## src/rtl/meas_setup_cfg.svh

```systemverilog
// register offsets, field positions, reset values and timing counts for the setup register
// assumes inclusion by bare name from the design files
`ifndef MEAS_SETUP_CFG_SVH
`define MEAS_SETUP_CFG_SVH

`define SETUP_INDEX        16'hE618
`define SETUP_BYTE_ADDR    18'h39860
`define SETUP_RESET        16'h0000
`define SETUP_WMASK        16'h3FF9
`define BIT_INTEG          0
`define BIT_SWAP           3
`define BIT_VZERO          4
`define BIT_IZERO          5
`define BIT_FASTCAP        6
`define BIT_SOFTRST        7
`define FLD_PAIR_A         8
`define FLD_PAIR_B         10
`define FLD_PAIR_C         12
`define SOFTRST_TIME_NS    80
`define CLK_PERIOD_NS      8
`define SOFTRST_CYCLES     ((`SOFTRST_TIME_NS + `CLK_PERIOD_NS - 1) / `CLK_PERIOD_NS)

`endif

```

## src/rtl/meas_setup_pkg.sv

```systemverilog
// types shared by the setup register design
// assumes the cfg header carries all numbers
package meas_setup_pkg;
  typedef enum logic [1:0] {
    phase_a,
    phase_b,
    phase_c
  } phase_sel_t;

  typedef enum {
    st_idle,
    st_reset
  } srst_state_t;
endpackage : meas_setup_pkg

```

## src/rtl/pair_decode.sv

```systemverilog
// decodes one voltage pairing field into a phase selection
// assumes a purely combinational use by the setup register
`timescale 1ns/100ps
module pair_decode
  import meas_setup_pkg::*;
#(
  parameter phase_sel_t home = phase_a
) (
  input  wire logic [1:0] code,     // pairing field
  output phase_sel_t      phase     // selected voltage phase
);
  // reserved 11 behaves as 00: fall back to the home phase
  always_comb begin
    unique case (code)
      2'h1:    phase = (home == phase_c) ? phase_a : phase_sel_t'(home + 2'h1);
      2'h2:    phase = (home == phase_a) ? phase_c : phase_sel_t'(home - 2'h1);
      default: phase = home;
    endcase
  end
endmodule : pair_decode

```

## src/rtl/soft_reset_timer.sv

```systemverilog
// stretches a software reset request into a fixed-length pulse
// assumes the request is a one-cycle pulse on ref_clk
`timescale 1ns/100ps
`include "meas_setup_cfg.svh"
module soft_reset_timer
  import meas_setup_pkg::*;
(
  input  wire logic ref_clk,   // device clock
  input  wire logic rst_b,     // synchronous reset, active low
  input  wire logic start,     // request pulse
  output logic      active,    // reset in progress
  output logic      done       // one-cycle end pulse
);
  localparam logic [7:0] last_cnt = 8'(`SOFTRST_CYCLES - 1);
  srst_state_t state_q, state_d;
  logic [7:0]  cnt_q, cnt_d;
  logic        done_d;

  always_comb begin
    state_d = state_q;
    cnt_d   = cnt_q;
    done_d  = 1'b0;
    unique case (state_q)
      st_idle: begin
        if (start) begin
          state_d = st_reset;
          cnt_d   = 8'h00;
        end
      end
      st_reset: begin
        if (cnt_q == last_cnt) begin
          state_d = st_idle;
          done_d  = 1'b1;
        end else begin
          cnt_d = cnt_q + 8'h01;
        end
      end
    endcase
  end

  always_ff @(posedge ref_clk) begin
    if (!rst_b) begin
      state_q <= st_idle;
      cnt_q   <= 8'h00;
      done    <= 1'b0;
    end else begin
      state_q <= state_d;
      cnt_q   <= cnt_d;
      done    <= done_d;
    end
  end

  assign active = (state_q == st_reset);
endmodule : soft_reset_timer

```

## src/rtl/measurement_setup_register.sv

```systemverilog
// measurement setup register behind an Avalon-MM slave, driving datapath controls
// assumes the master holds requests until waitrequest is sampled low
//
// Design decision made here: the Avalon-MM interface to the registers.
`timescale 1ns/100ps
`include "meas_setup_cfg.svh"
module measurement_setup_register
  import meas_setup_pkg::*;
(
  input  wire logic        ref_clk,                 // 125 MHz device clock
  input  wire logic        rst_b,                   // synchronous reset, active low
  input  wire logic [17:0] avs_address,             // byte address
  input  wire logic        avs_read,                // read request
  input  wire logic        avs_write,               // write request
  input  wire logic [31:0] avs_writedata,           // write data
  input  wire logic [3:0]  avs_byteenable,          // byte lanes
  output logic [31:0]      avs_readdata,            // read data
  output logic             avs_waitrequest,         // stall
  output logic [1:0]       avs_response,            // 00 ok, 10 slave error
  output logic             integrator_enable,       // integrator on
  output logic             channel_swap,            // swap voltage and current results
  output logic             voltage_adc_force_zero,  // voltage modulators grounded
  output logic             current_adc_force_zero,  // current modulators grounded
  output logic             fast_capture_port_enable,// capture port on
  input  wire logic        fast_capture_clock,      // capture clock from port logic
  input  wire logic        third_pulse_output,      // third pulse from energy logic
  output logic             shared_pin_out,          // shared pin level
  output logic             soft_reset_active,       // software reset in progress
  output phase_sel_t       phase_a_voltage_pairing, // voltage for phase A current
  output phase_sel_t       phase_b_voltage_pairing, // voltage for phase B current
  output phase_sel_t       phase_c_voltage_pairing  // voltage for phase C current
);
  logic [15:0] setup_q, setup_d;
  logic        ack_q, ack_d;
  logic [31:0] rdata_d;
  logic [1:0]  resp_d;
  logic        hit;
  logic        srst_start;
  logic        srst_done;
  logic [15:0] lane_mask;
  logic        req;

  assign req       = avs_read | avs_write;
  assign hit       = (avs_address == `SETUP_BYTE_ADDR);
  assign lane_mask = {{8{avs_byteenable[1]}}, {8{avs_byteenable[0]}}};
  // one wait cycle: the answer is registered so readdata comes from flops
  assign avs_waitrequest = req & ~ack_q;
  // trigger as a written one lands
  assign srst_start = avs_write & ack_q & hit & avs_byteenable[0]
                      & avs_writedata[`BIT_SOFTRST];

  always_comb begin
    setup_d = setup_q;
    ack_d   = req & ~ack_q;
    rdata_d = avs_readdata;
    resp_d  = avs_response;
    if (req & ~ack_q) begin
      resp_d  = hit ? 2'h0 : 2'h2;
      rdata_d = 32'h0000_0000;
      if (avs_read & hit) begin
        rdata_d = {16'h0000, setup_q};
      end
    end
    // reserved bits never stored; writes land only where waitrequest is low
    if (avs_write & ack_q & hit) begin
      setup_d = (setup_q & ~(lane_mask & `SETUP_WMASK))
                | (avs_writedata[15:0] & lane_mask & `SETUP_WMASK);
    end
    // defaults restored at end of soft reset
    if (srst_done) begin
      setup_d = `SETUP_RESET;
    end
  end

  always_ff @(posedge ref_clk) begin
    if (!rst_b) begin
      setup_q      <= `SETUP_RESET;
      ack_q        <= 1'b0;
      avs_readdata <= 32'h0000_0000;
      avs_response <= 2'h0;
    end else begin
      setup_q      <= setup_d;
      ack_q        <= ack_d;
      avs_readdata <= rdata_d;
      avs_response <= resp_d;
    end
  end

  soft_reset_timer u_srst (
    .ref_clk (ref_clk),
    .rst_b   (rst_b),
    .start   (srst_start),
    .active  (soft_reset_active),
    .done    (srst_done)
  );

  assign integrator_enable        = setup_q[`BIT_INTEG];
  assign channel_swap             = setup_q[`BIT_SWAP];
  assign voltage_adc_force_zero   = setup_q[`BIT_VZERO];
  assign current_adc_force_zero   = setup_q[`BIT_IZERO];
  assign fast_capture_port_enable = setup_q[`BIT_FASTCAP];
  assign shared_pin_out = setup_q[`BIT_FASTCAP] ? fast_capture_clock : third_pulse_output;

  pair_decode #(.home(phase_a)) u_pair_a (
    .code  (setup_q[`FLD_PAIR_A +: 2]),
    .phase (phase_a_voltage_pairing)
  );
  pair_decode #(.home(phase_b)) u_pair_b (
    .code  (setup_q[`FLD_PAIR_B +: 2]),
    .phase (phase_b_voltage_pairing)
  );
  pair_decode #(.home(phase_c)) u_pair_c (
    .code  (setup_q[`FLD_PAIR_C +: 2]),
    .phase (phase_c_voltage_pairing)
  );

  property p_srst_start;
    @(posedge ref_clk) disable iff (!rst_b)
      srst_start |=> soft_reset_active;
  endproperty
  a_srst_start: assert property (p_srst_start) else $error("soft reset did not start");

  property p_srst_clear;
    @(posedge ref_clk) disable iff (!rst_b)
      $rose(soft_reset_active) |-> ##[1:20] (setup_q == 16'h0000);
  endproperty
  a_srst_clear: assert property (p_srst_clear) else $error("setup not cleared");

  property p_reserved;
    @(posedge ref_clk) disable iff (!rst_b)
      setup_q[2:1] == 2'h0 && setup_q[15:14] == 2'h0;
  endproperty
  a_reserved: assert property (p_reserved) else $error("reserved bits set");

  property p_pin_cap;
    @(posedge ref_clk) disable iff (!rst_b)
      fast_capture_port_enable |-> shared_pin_out == fast_capture_clock;
  endproperty
  a_pin_cap: assert property (p_pin_cap) else $error("pin not capture clock");

  property p_pin_cf;
    @(posedge ref_clk) disable iff (!rst_b)
      !fast_capture_port_enable |-> shared_pin_out == third_pulse_output;
  endproperty
  a_pin_cf: assert property (p_pin_cf) else $error("pin not pulse output");

  property p_pair_rsv;
    @(posedge ref_clk) disable iff (!rst_b)
      setup_q[9:8] == 2'h3 |-> phase_a_voltage_pairing == phase_a;
  endproperty
  a_pair_rsv: assert property (p_pair_rsv) else $error("reserved pairing wrong");

  // phase B code 10 gives A
  property p_pair_b;
    @(posedge ref_clk) disable iff (!rst_b)
      setup_q[11:10] == 2'h2 |-> phase_b_voltage_pairing == phase_a;
  endproperty
  a_pair_b: assert property (p_pair_b) else $error("phase b pairing wrong");

  // phase C code 01 gives A
  property p_pair_c;
    @(posedge ref_clk) disable iff (!rst_b)
      setup_q[13:12] == 2'h1 |-> phase_c_voltage_pairing == phase_a;
  endproperty
  a_pair_c: assert property (p_pair_c) else $error("phase c pairing wrong");

  property p_integ;
    @(posedge ref_clk) disable iff (!rst_b)
      (avs_write && !avs_waitrequest && hit && avs_byteenable[0] && !srst_done)
        |=> integrator_enable == $past(avs_writedata[0]);
  endproperty
  a_integ: assert property (p_integ) else $error("integrator bit not written");

  property p_swap;
    @(posedge ref_clk) disable iff (!rst_b)
      (avs_write && !avs_waitrequest && hit && avs_byteenable[0] && !srst_done)
        |=> channel_swap == $past(avs_writedata[`BIT_SWAP]);
  endproperty
  a_swap: assert property (p_swap) else $error("swap bit not written");

  // voltage force zero follows a written bit
  property p_vzero;
    @(posedge ref_clk) disable iff (!rst_b)
      (avs_write && !avs_waitrequest && hit && avs_byteenable[0] && !srst_done)
        |=> voltage_adc_force_zero == $past(avs_writedata[`BIT_VZERO]);
  endproperty
  a_vzero: assert property (p_vzero) else $error("voltage zero bit not written");

  // current force zero follows a written bit
  property p_izero;
    @(posedge ref_clk) disable iff (!rst_b)
      (avs_write && !avs_waitrequest && hit && avs_byteenable[0] && !srst_done)
        |=> current_adc_force_zero == $past(avs_writedata[`BIT_IZERO]);
  endproperty
  a_izero: assert property (p_izero) else $error("current zero bit not written");

  // capture enable follows a written bit
  property p_fastcap;
    @(posedge ref_clk) disable iff (!rst_b)
      (avs_write && !avs_waitrequest && hit && avs_byteenable[0] && !srst_done)
        |=> fast_capture_port_enable == $past(avs_writedata[`BIT_FASTCAP]);
  endproperty
  a_fastcap: assert property (p_fastcap) else $error("capture enable not written");

  // phase A code 01 gives B
  property p_pair_a1;
    @(posedge ref_clk) disable iff (!rst_b)
      setup_q[9:8] == 2'h1 |-> phase_a_voltage_pairing == phase_b;
  endproperty
  a_pair_a1: assert property (p_pair_a1) else $error("phase a pairing 01 wrong");

  // phase A code 10 gives C
  property p_pair_a2;
    @(posedge ref_clk) disable iff (!rst_b)
      setup_q[9:8] == 2'h2 |-> phase_a_voltage_pairing == phase_c;
  endproperty
  a_pair_a2: assert property (p_pair_a2) else $error("phase a pairing 10 wrong");

  // phase B code 01 gives C
  property p_pair_b1;
    @(posedge ref_clk) disable iff (!rst_b)
      setup_q[11:10] == 2'h1 |-> phase_b_voltage_pairing == phase_c;
  endproperty
  a_pair_b1: assert property (p_pair_b1) else $error("phase b pairing 01 wrong");

  // phase C code 10 gives B
  property p_pair_c2;
    @(posedge ref_clk) disable iff (!rst_b)
      setup_q[13:12] == 2'h2 |-> phase_c_voltage_pairing == phase_b;
  endproperty
  a_pair_c2: assert property (p_pair_c2) else $error("phase c pairing 10 wrong");

  // phase B reserved code acts as 00
  property p_pair_b_rsv;
    @(posedge ref_clk) disable iff (!rst_b)
      setup_q[11:10] == 2'h3 |-> phase_b_voltage_pairing == phase_b;
  endproperty
  a_pair_b_rsv: assert property (p_pair_b_rsv) else $error("phase b reserved wrong");

  // phase C reserved code acts as 00
  property p_pair_c_rsv;
    @(posedge ref_clk) disable iff (!rst_b)
      setup_q[13:12] == 2'h3 |-> phase_c_voltage_pairing == phase_c;
  endproperty
  a_pair_c_rsv: assert property (p_pair_c_rsv) else $error("phase c reserved wrong");

  property p_reset_zero;
    @(posedge ref_clk)
      !rst_b |=> setup_q == `SETUP_RESET && !soft_reset_active;
  endproperty
  a_reset_zero: assert property (p_reset_zero) else $error("reset did not clear");

  // no written one, no soft reset
  property p_srst_quiet;
    @(posedge ref_clk) disable iff (!rst_b)
      (!soft_reset_active && !(avs_write && hit && avs_writedata[`BIT_SOFTRST]))
        |=> !soft_reset_active;
  endproperty
  a_srst_quiet: assert property (p_srst_quiet) else $error("soft reset started unasked");

  // defaults back once the pulse ends
  property p_srst_end;
    @(posedge ref_clk) disable iff (!rst_b)
      $fell(soft_reset_active) |=> setup_q == `SETUP_RESET;
  endproperty
  a_srst_end: assert property (p_srst_end) else $error("defaults not restored");

  // unmapped access answers zero with an error
  property p_miss;
    @(posedge ref_clk) disable iff (!rst_b)
      (req && !ack_q && !hit) |=> avs_response == 2'h2 && avs_readdata == 32'h0000_0000;
  endproperty
  a_miss: assert property (p_miss) else $error("unmapped access answered wrongly");

  property p_integ_hold;
    @(posedge ref_clk) disable iff (!rst_b)
      (!(avs_write && hit) && !srst_done) |=> $stable(integrator_enable);
  endproperty
  a_integ_hold: assert property (p_integ_hold) else $error("integrator bit moved");
endmodule : measurement_setup_register

```

## config.mk

```make
export PLATFORM = sky130hd
export DESIGN_NAME = measurement_setup_register
export DESIGN_NICKNAME = d
export VERILOG_FILES = /design/src/rtl/meas_setup_pkg.sv /design/src/rtl/pair_decode.sv /design/src/rtl/soft_reset_timer.sv /design/src/rtl/measurement_setup_register.sv
export VERILOG_INCLUDE_DIRS = /design/src /design/src/rtl
export SDC_FILE = /design/constraint.sdc
export NUM_CORES = 1
export LEC_CHECK = 0
export ABC_CLOCK_PERIOD_IN_PS = 2100
export BUFFER_PORTS_ARGS = -buffer_cell sky130_fd_sc_hd__buf_2
export CAP_MARGIN = 10
export CELL_PAD_IN_SITES_DETAIL_PLACEMENT = 0
export CELL_PAD_IN_SITES_GLOBAL_PLACEMENT = 1
export CORE_ASPECT_RATIO = 0.5
export CORE_MARGIN = 2
export CORE_UTILIZATION = 33
export DETAILED_ROUTE_END_ITERATION = 8
export GPL_TIMING_DRIVEN = 0
export MAX_ROUTING_LAYER = met4
export PLACE_DENSITY = 0.87
export SYNTH_ARGS = -nofsm -noshare
export SYNTH_HDL_FRONTEND = slang
export SYNTH_SLANG_ARGS = --single-unit
```

## constraint.sdc

```tcl
create_clock -name ref_clk -period 2.1 [get_ports ref_clk]
set_input_delay 0.315 -clock ref_clk [delete_from_list [all_inputs] [get_ports ref_clk]]
set_output_delay 0.315 -clock ref_clk [all_outputs]
set_load 0.02 [all_outputs]
```

; After elaboration in Yosys (flattened, before gate mapping)
; Index checks and enable logic that the tools add are counted.
; W data, S select, Z words.
[totals]
mem_count = 0
latch_bits = 0
output_inout_bits = 48
ram_bits = 0
mem_bits_ro = 0
word_cells = 52
ff_bits = 92
[op_classes]
div_mod_pow = 0
n_mul = 0
n_lt_le_gt_ge = 0
mux = 13
n_eq_ne = 13
reduce_logical = 5
bitwise = 13
n_shift = 0
add_sub_neg = 1
[op_table]
columns = operator, count
row1 = $mux W32, 2
row2 = $pmux W32 S2, 1
row3 = $eq A32 B1 Y1 const B, 1
row4 = $eq A32 B2 Y1 const B, 1
row5 = $logic_not A32 Y1, 1
row6 = $eq A18 B18 Y1 const B, 1
row7 = $and A16 B16 Y16, 1
row8 = $mux W16, 1
row9 = $mux W8, 2
row10 = $not A14 Y16, 1
row11 = $or A16 B14 Y16, 1
row12 = $pmux W8 S2, 1
row13 = $and A14 B14 Y14, 1
row14 = $pmux W2 S2, 3
row15 = $add A8 B1 Y8 const B, 1
row16 = $eq A8 B4 Y1 const B, 1
row17 = $and A1 B1 Y1, 6
row18 = $eq A2 B1 Y1 const B, 3
row19 = $eq A2 B2 Y1 const B, 3
row20 = $reduce_and A2 Y1, 3
row21 = $ne A2 B2 Y1 const B, 2
row22 = $mux W1, 2
row23 = $mux W2, 1
row24 = $ne A2 B1 Y1 const B, 1
row25 = 3 further kinds, 4

; Longest topological paths before layout
[depth]
ltp_word = 6
ltp_mapped = 6
mapped_depth_nobuf = 5

; Cells and area by module
; A second synthesis with hierarchy kept.
[unflattened]
cells_unflattened = 226
hier_area_um2 = 2029.4
[modules_own_cells]
columns = mod, seq_area_each_um2, cells_each, n_inst, area_each_um2
row1 = measurement_setup_register, 520.5, 155, 1, 1405.1
row2 = soft_reset_timer, 200.2, 65, 1, 576.8
row3 = pair_decode at u_pair_b ..., 0.0, 2, 2, 16.3
row4 = pair_decode at u_pair_a, 0.0, 2, 1, 15.0

; Worst setup path after synthesis
; OpenSTA, ideal clock, no wires.
[synth_path]
path_kind = input-to-reg
start = input port avs_address[9]
end = register avs_readdata[6]
setup_time_ps = 70
required_ps = 2030
t_arrival_ps = 1263
stages = 6
path_slack_ps = 766
n_path_buf = 2
path_cell_list = nor4b_4 and4_1 buf_6 buf_8 nand4_1 a21oi_1
[synth_between]
elab_chain_cells = 3
[synth_rtl]
columns = item, line_no
row1 = "start, declared", measurement_setup_register.sv:12  ; input wire logic [17:0] avs_address,
row2 = $eq A18 B18 Y1 (no line), --
row3 = $and A1 B1 Y1, measurement_setup_register.sv:60  ; if (avs_read & hit) begin
row4 = $mux W16, measurement_setup_register.sv:60
row5 = "end signal, assigned", measurement_setup_register.sv:84  ; avs_readdata <= rdata_d;
row6 = "end, declared", measurement_setup_register.sv:17  ; output logic [31:0] avs_readdata,
; No other way between the ends.
; A chain may end at the register's enable or synchronous reset.

; Worst setup path in the final report
[layout_path]
start = register ack_q
end = output port avs_waitrequest
[layout_between]
elab_chain_cells = 2
[layout_rtl]
columns = item, line_no
row1 = "start, declared", measurement_setup_register.sv:34  ; logic ack_q, ack_d;
row2 = "start signal, assigned", measurement_setup_register.sv:83  ; ack_q <= ack_d;
row3 = $not A1 Y1, measurement_setup_register.sv:47  ; assign avs_waitrequest = req & ~ack_q;
row4 = $and A1 B1 Y1, measurement_setup_register.sv:47
row5 = "end, declared", measurement_setup_register.sv:18  ; output logic avs_waitrequest,
; No other way between the ends.

==> impl_metrics.ini <==
[status]
outcome = finished with violations
violations = design-rule violations

[worst_setup_path]
cpMaxStageDelayCell = dfxtp_1
slowest_delay_ns = 0.33
cp-start-kind = flip-flop
critPathRequiredTime_ns = 1.78
crit_type = flip-flop to output port
end_kind = output port
crit_fanout = 5
cp.arrival_ns = 1.32
crit_chain = or2_2, clkbuf_1, inv_1, buf_2

[finish]
area_growth_pct = 32.5
fin_nets = 389
final_cell_mix = buf_2 (67), dfxtp_1 (36), a21oi_1 (26), buf_4 (22)
antennaDiodeCount = 0
finalInstanceArea_um2 = 2590
drive_gt1_frac = 0.334
mostFrequentLayoutCell = buf_2

[logic_synthesis]
synth_area_um2 = 1960
synth_edf_count = 0
ys.flop_type = dfxtp_1
seq_area_frac_synth = 0.368
ys_types = 40
synthAdderAreaFrac = 0.0256
syn_avg_cell_area_um2 = 8.36
synth-xor-area-share = 0
syn_inst = 234
synth-seq-cells = 36
synth_compound_area_frac = 0.154
yosys.area_share.simple = 0.289
synthArstFlopShare = 0
synth_top_family_by_area = simple AND/OR/NAND/NOR gates
yosysWarnings = 0
synth_mux_area_frac = 0.0230

[detailed_routing]
first_pass_iters = 7
drcViolationCount = 6
vias_per_cell = 4.93
vias = 1968
totalWireLength_mm = 5.06
wl_per_cell_um = 12.7
postRouteAntennaNets = 0
drt_iter0_markers = 122

[grt]
grt_usage = 0.157
overflow = 0
grt_start_max_net_pins = 12
grt_pass1_wl_mm = 8.05
antenna_found_initial = 0
grt_pass1_vias = 1778

[place]
hpwl_mm = 3.90
postPlaceCellArea_um2 = 2440
pre_cts_slack_ns = 0.347
portBuffers = 64
globalplace.congestion = 0.929

[timing]
setup_tns_ns = 0
setup_viol = 0
fmax_ghz = 0.613
grt_setup_unrepaired = no
period_minus_slack_ns = 1.63
worstMarginPinSlew_ns = 0.667
slew_headroom = 0.554
setup_ws_ns = 0.468
clock_skew_ns = 0.00378
period_share = 0.777
finalHoldViolCount = 0
slew_viol_final = 0

[cts]
ctsResizeCount = 0
cts_setup_buffers = 0
cts_max_path_buffers = 2
worstSkewPairLatency_ns = 0.28
cts_root_buffer = clkbuf_16
clkTransAtPathRegs_ns = 0.06
cts_hold_buf = 0
clock-sinks = 36
cts_tree = built
cts-buffers-inserted = 5
cts_max_level = 2

[power]
leakage_uw = 0.00113
p_per_area_nw_per_um2 = 614
ir_drop_v = 0.000281

[job]
drv_cap = 0

[floorplan]
die_y_um = 58.5
io_pins = 108
die_width_um = 113
rows = 19
start_util = 0.349
core_area_um2 = 5610
dieArea_um2 = 6600

[hold_path]
holdCritPathClass = primary input to flip-flop
-- cells by family (layout without fill, tap and decap cells) --
kind of cell,count (synthesis),in the layout
other,1,21
and+or+nand+nor,94,94
AOI/OAI and AO/OA,53,53
buffers and inverters,42,114
muxes,4,4
DFF,36,36
adders and majority gates,4,4
-- worst max-delay path: cells and delay by family, from the launching register on --
kind	cells	cell delay [ns]
DFF	1	0.33
and+or+nand+nor	1	0.29
buffers and inverters	3	0.42
-- cell type report --
cell class                      instances  area [um2]
Fill cell                             575        3020
Clock buffer                            6         139
Tap cell                               73        91.3
Timing Repair Buffer                   64         320
Sequential cell                        36         721
Inverter                                5        18.8
Clock inverter                          2        10.0
Multi-Input combinational cell        176        1040
Buffer                                 37         251
-- metrics by stage --
step / instances / util / total power (uW) / hold WS [ns]
floorplan: 254 / - / 810 / 0.447
global placement: 391 / 0.436 / 864 / 0.441
detailed placement: 391 / 0.436 / 866 / 0.446
CTS: 399 / 0.462 / 1610 / 0.285
global route: 399 / 0.462 / 1650 / 0.306
finish: 399 / 0.462 / 1590 / 0.289
-- power by group --
group | switching [uW] | leakage, uW | internal [uW]
Clock | 273 | 0.0000766 | 467
Sequential | 2.40 | 0.000290 | 686
Combinational | 95.4 | 0.000764 | 67.9
Total | 371 | 0.00113 | 1220
-- layer usage --
layer  wire (um)  track usage  vias up  share of wire
met4          58       0.0470        0          0.011
met1        2200        0.177      910           0.43
met5           0            -        -              0
li1            -            -      991              -
met2        2460        0.282       60           0.49
met3         341       0.0381        7          0.067
-- synth_stat cells (all sizes together) (3+ instances only) --
cell	number	area [um2]
buf	30	225
nand3b	10	75.1
nand4	17	106
o21ai	17	85.1
dfxtp	36	721
nor2	7	26.3
inv	4	15.0
mux2	4	45.0
clkbuf	7	26.3
nand3	21	105
nand2	18	67.6
ha	4	50.1
a21oi	26	130
nor2b	4	25.0
and3	4	25.0
and4	3	26.3
-- worst paths after layout --
kind                    startpoint              end  slack (ns)  depth (start not counted)
setup / recovery             ack_q  avs_waitrequest        0.47                          4
hold / removal    avs_writedata[3]        flip-flop        0.29                          3
setup reg to reg   u_srst.cnt_q[4]  u_srst.cnt_q[1]        0.52                          4
hold reg to reg    avs_readdata[7]  avs_readdata[7]        0.45                          2
(Power assumes the default switching activity.)
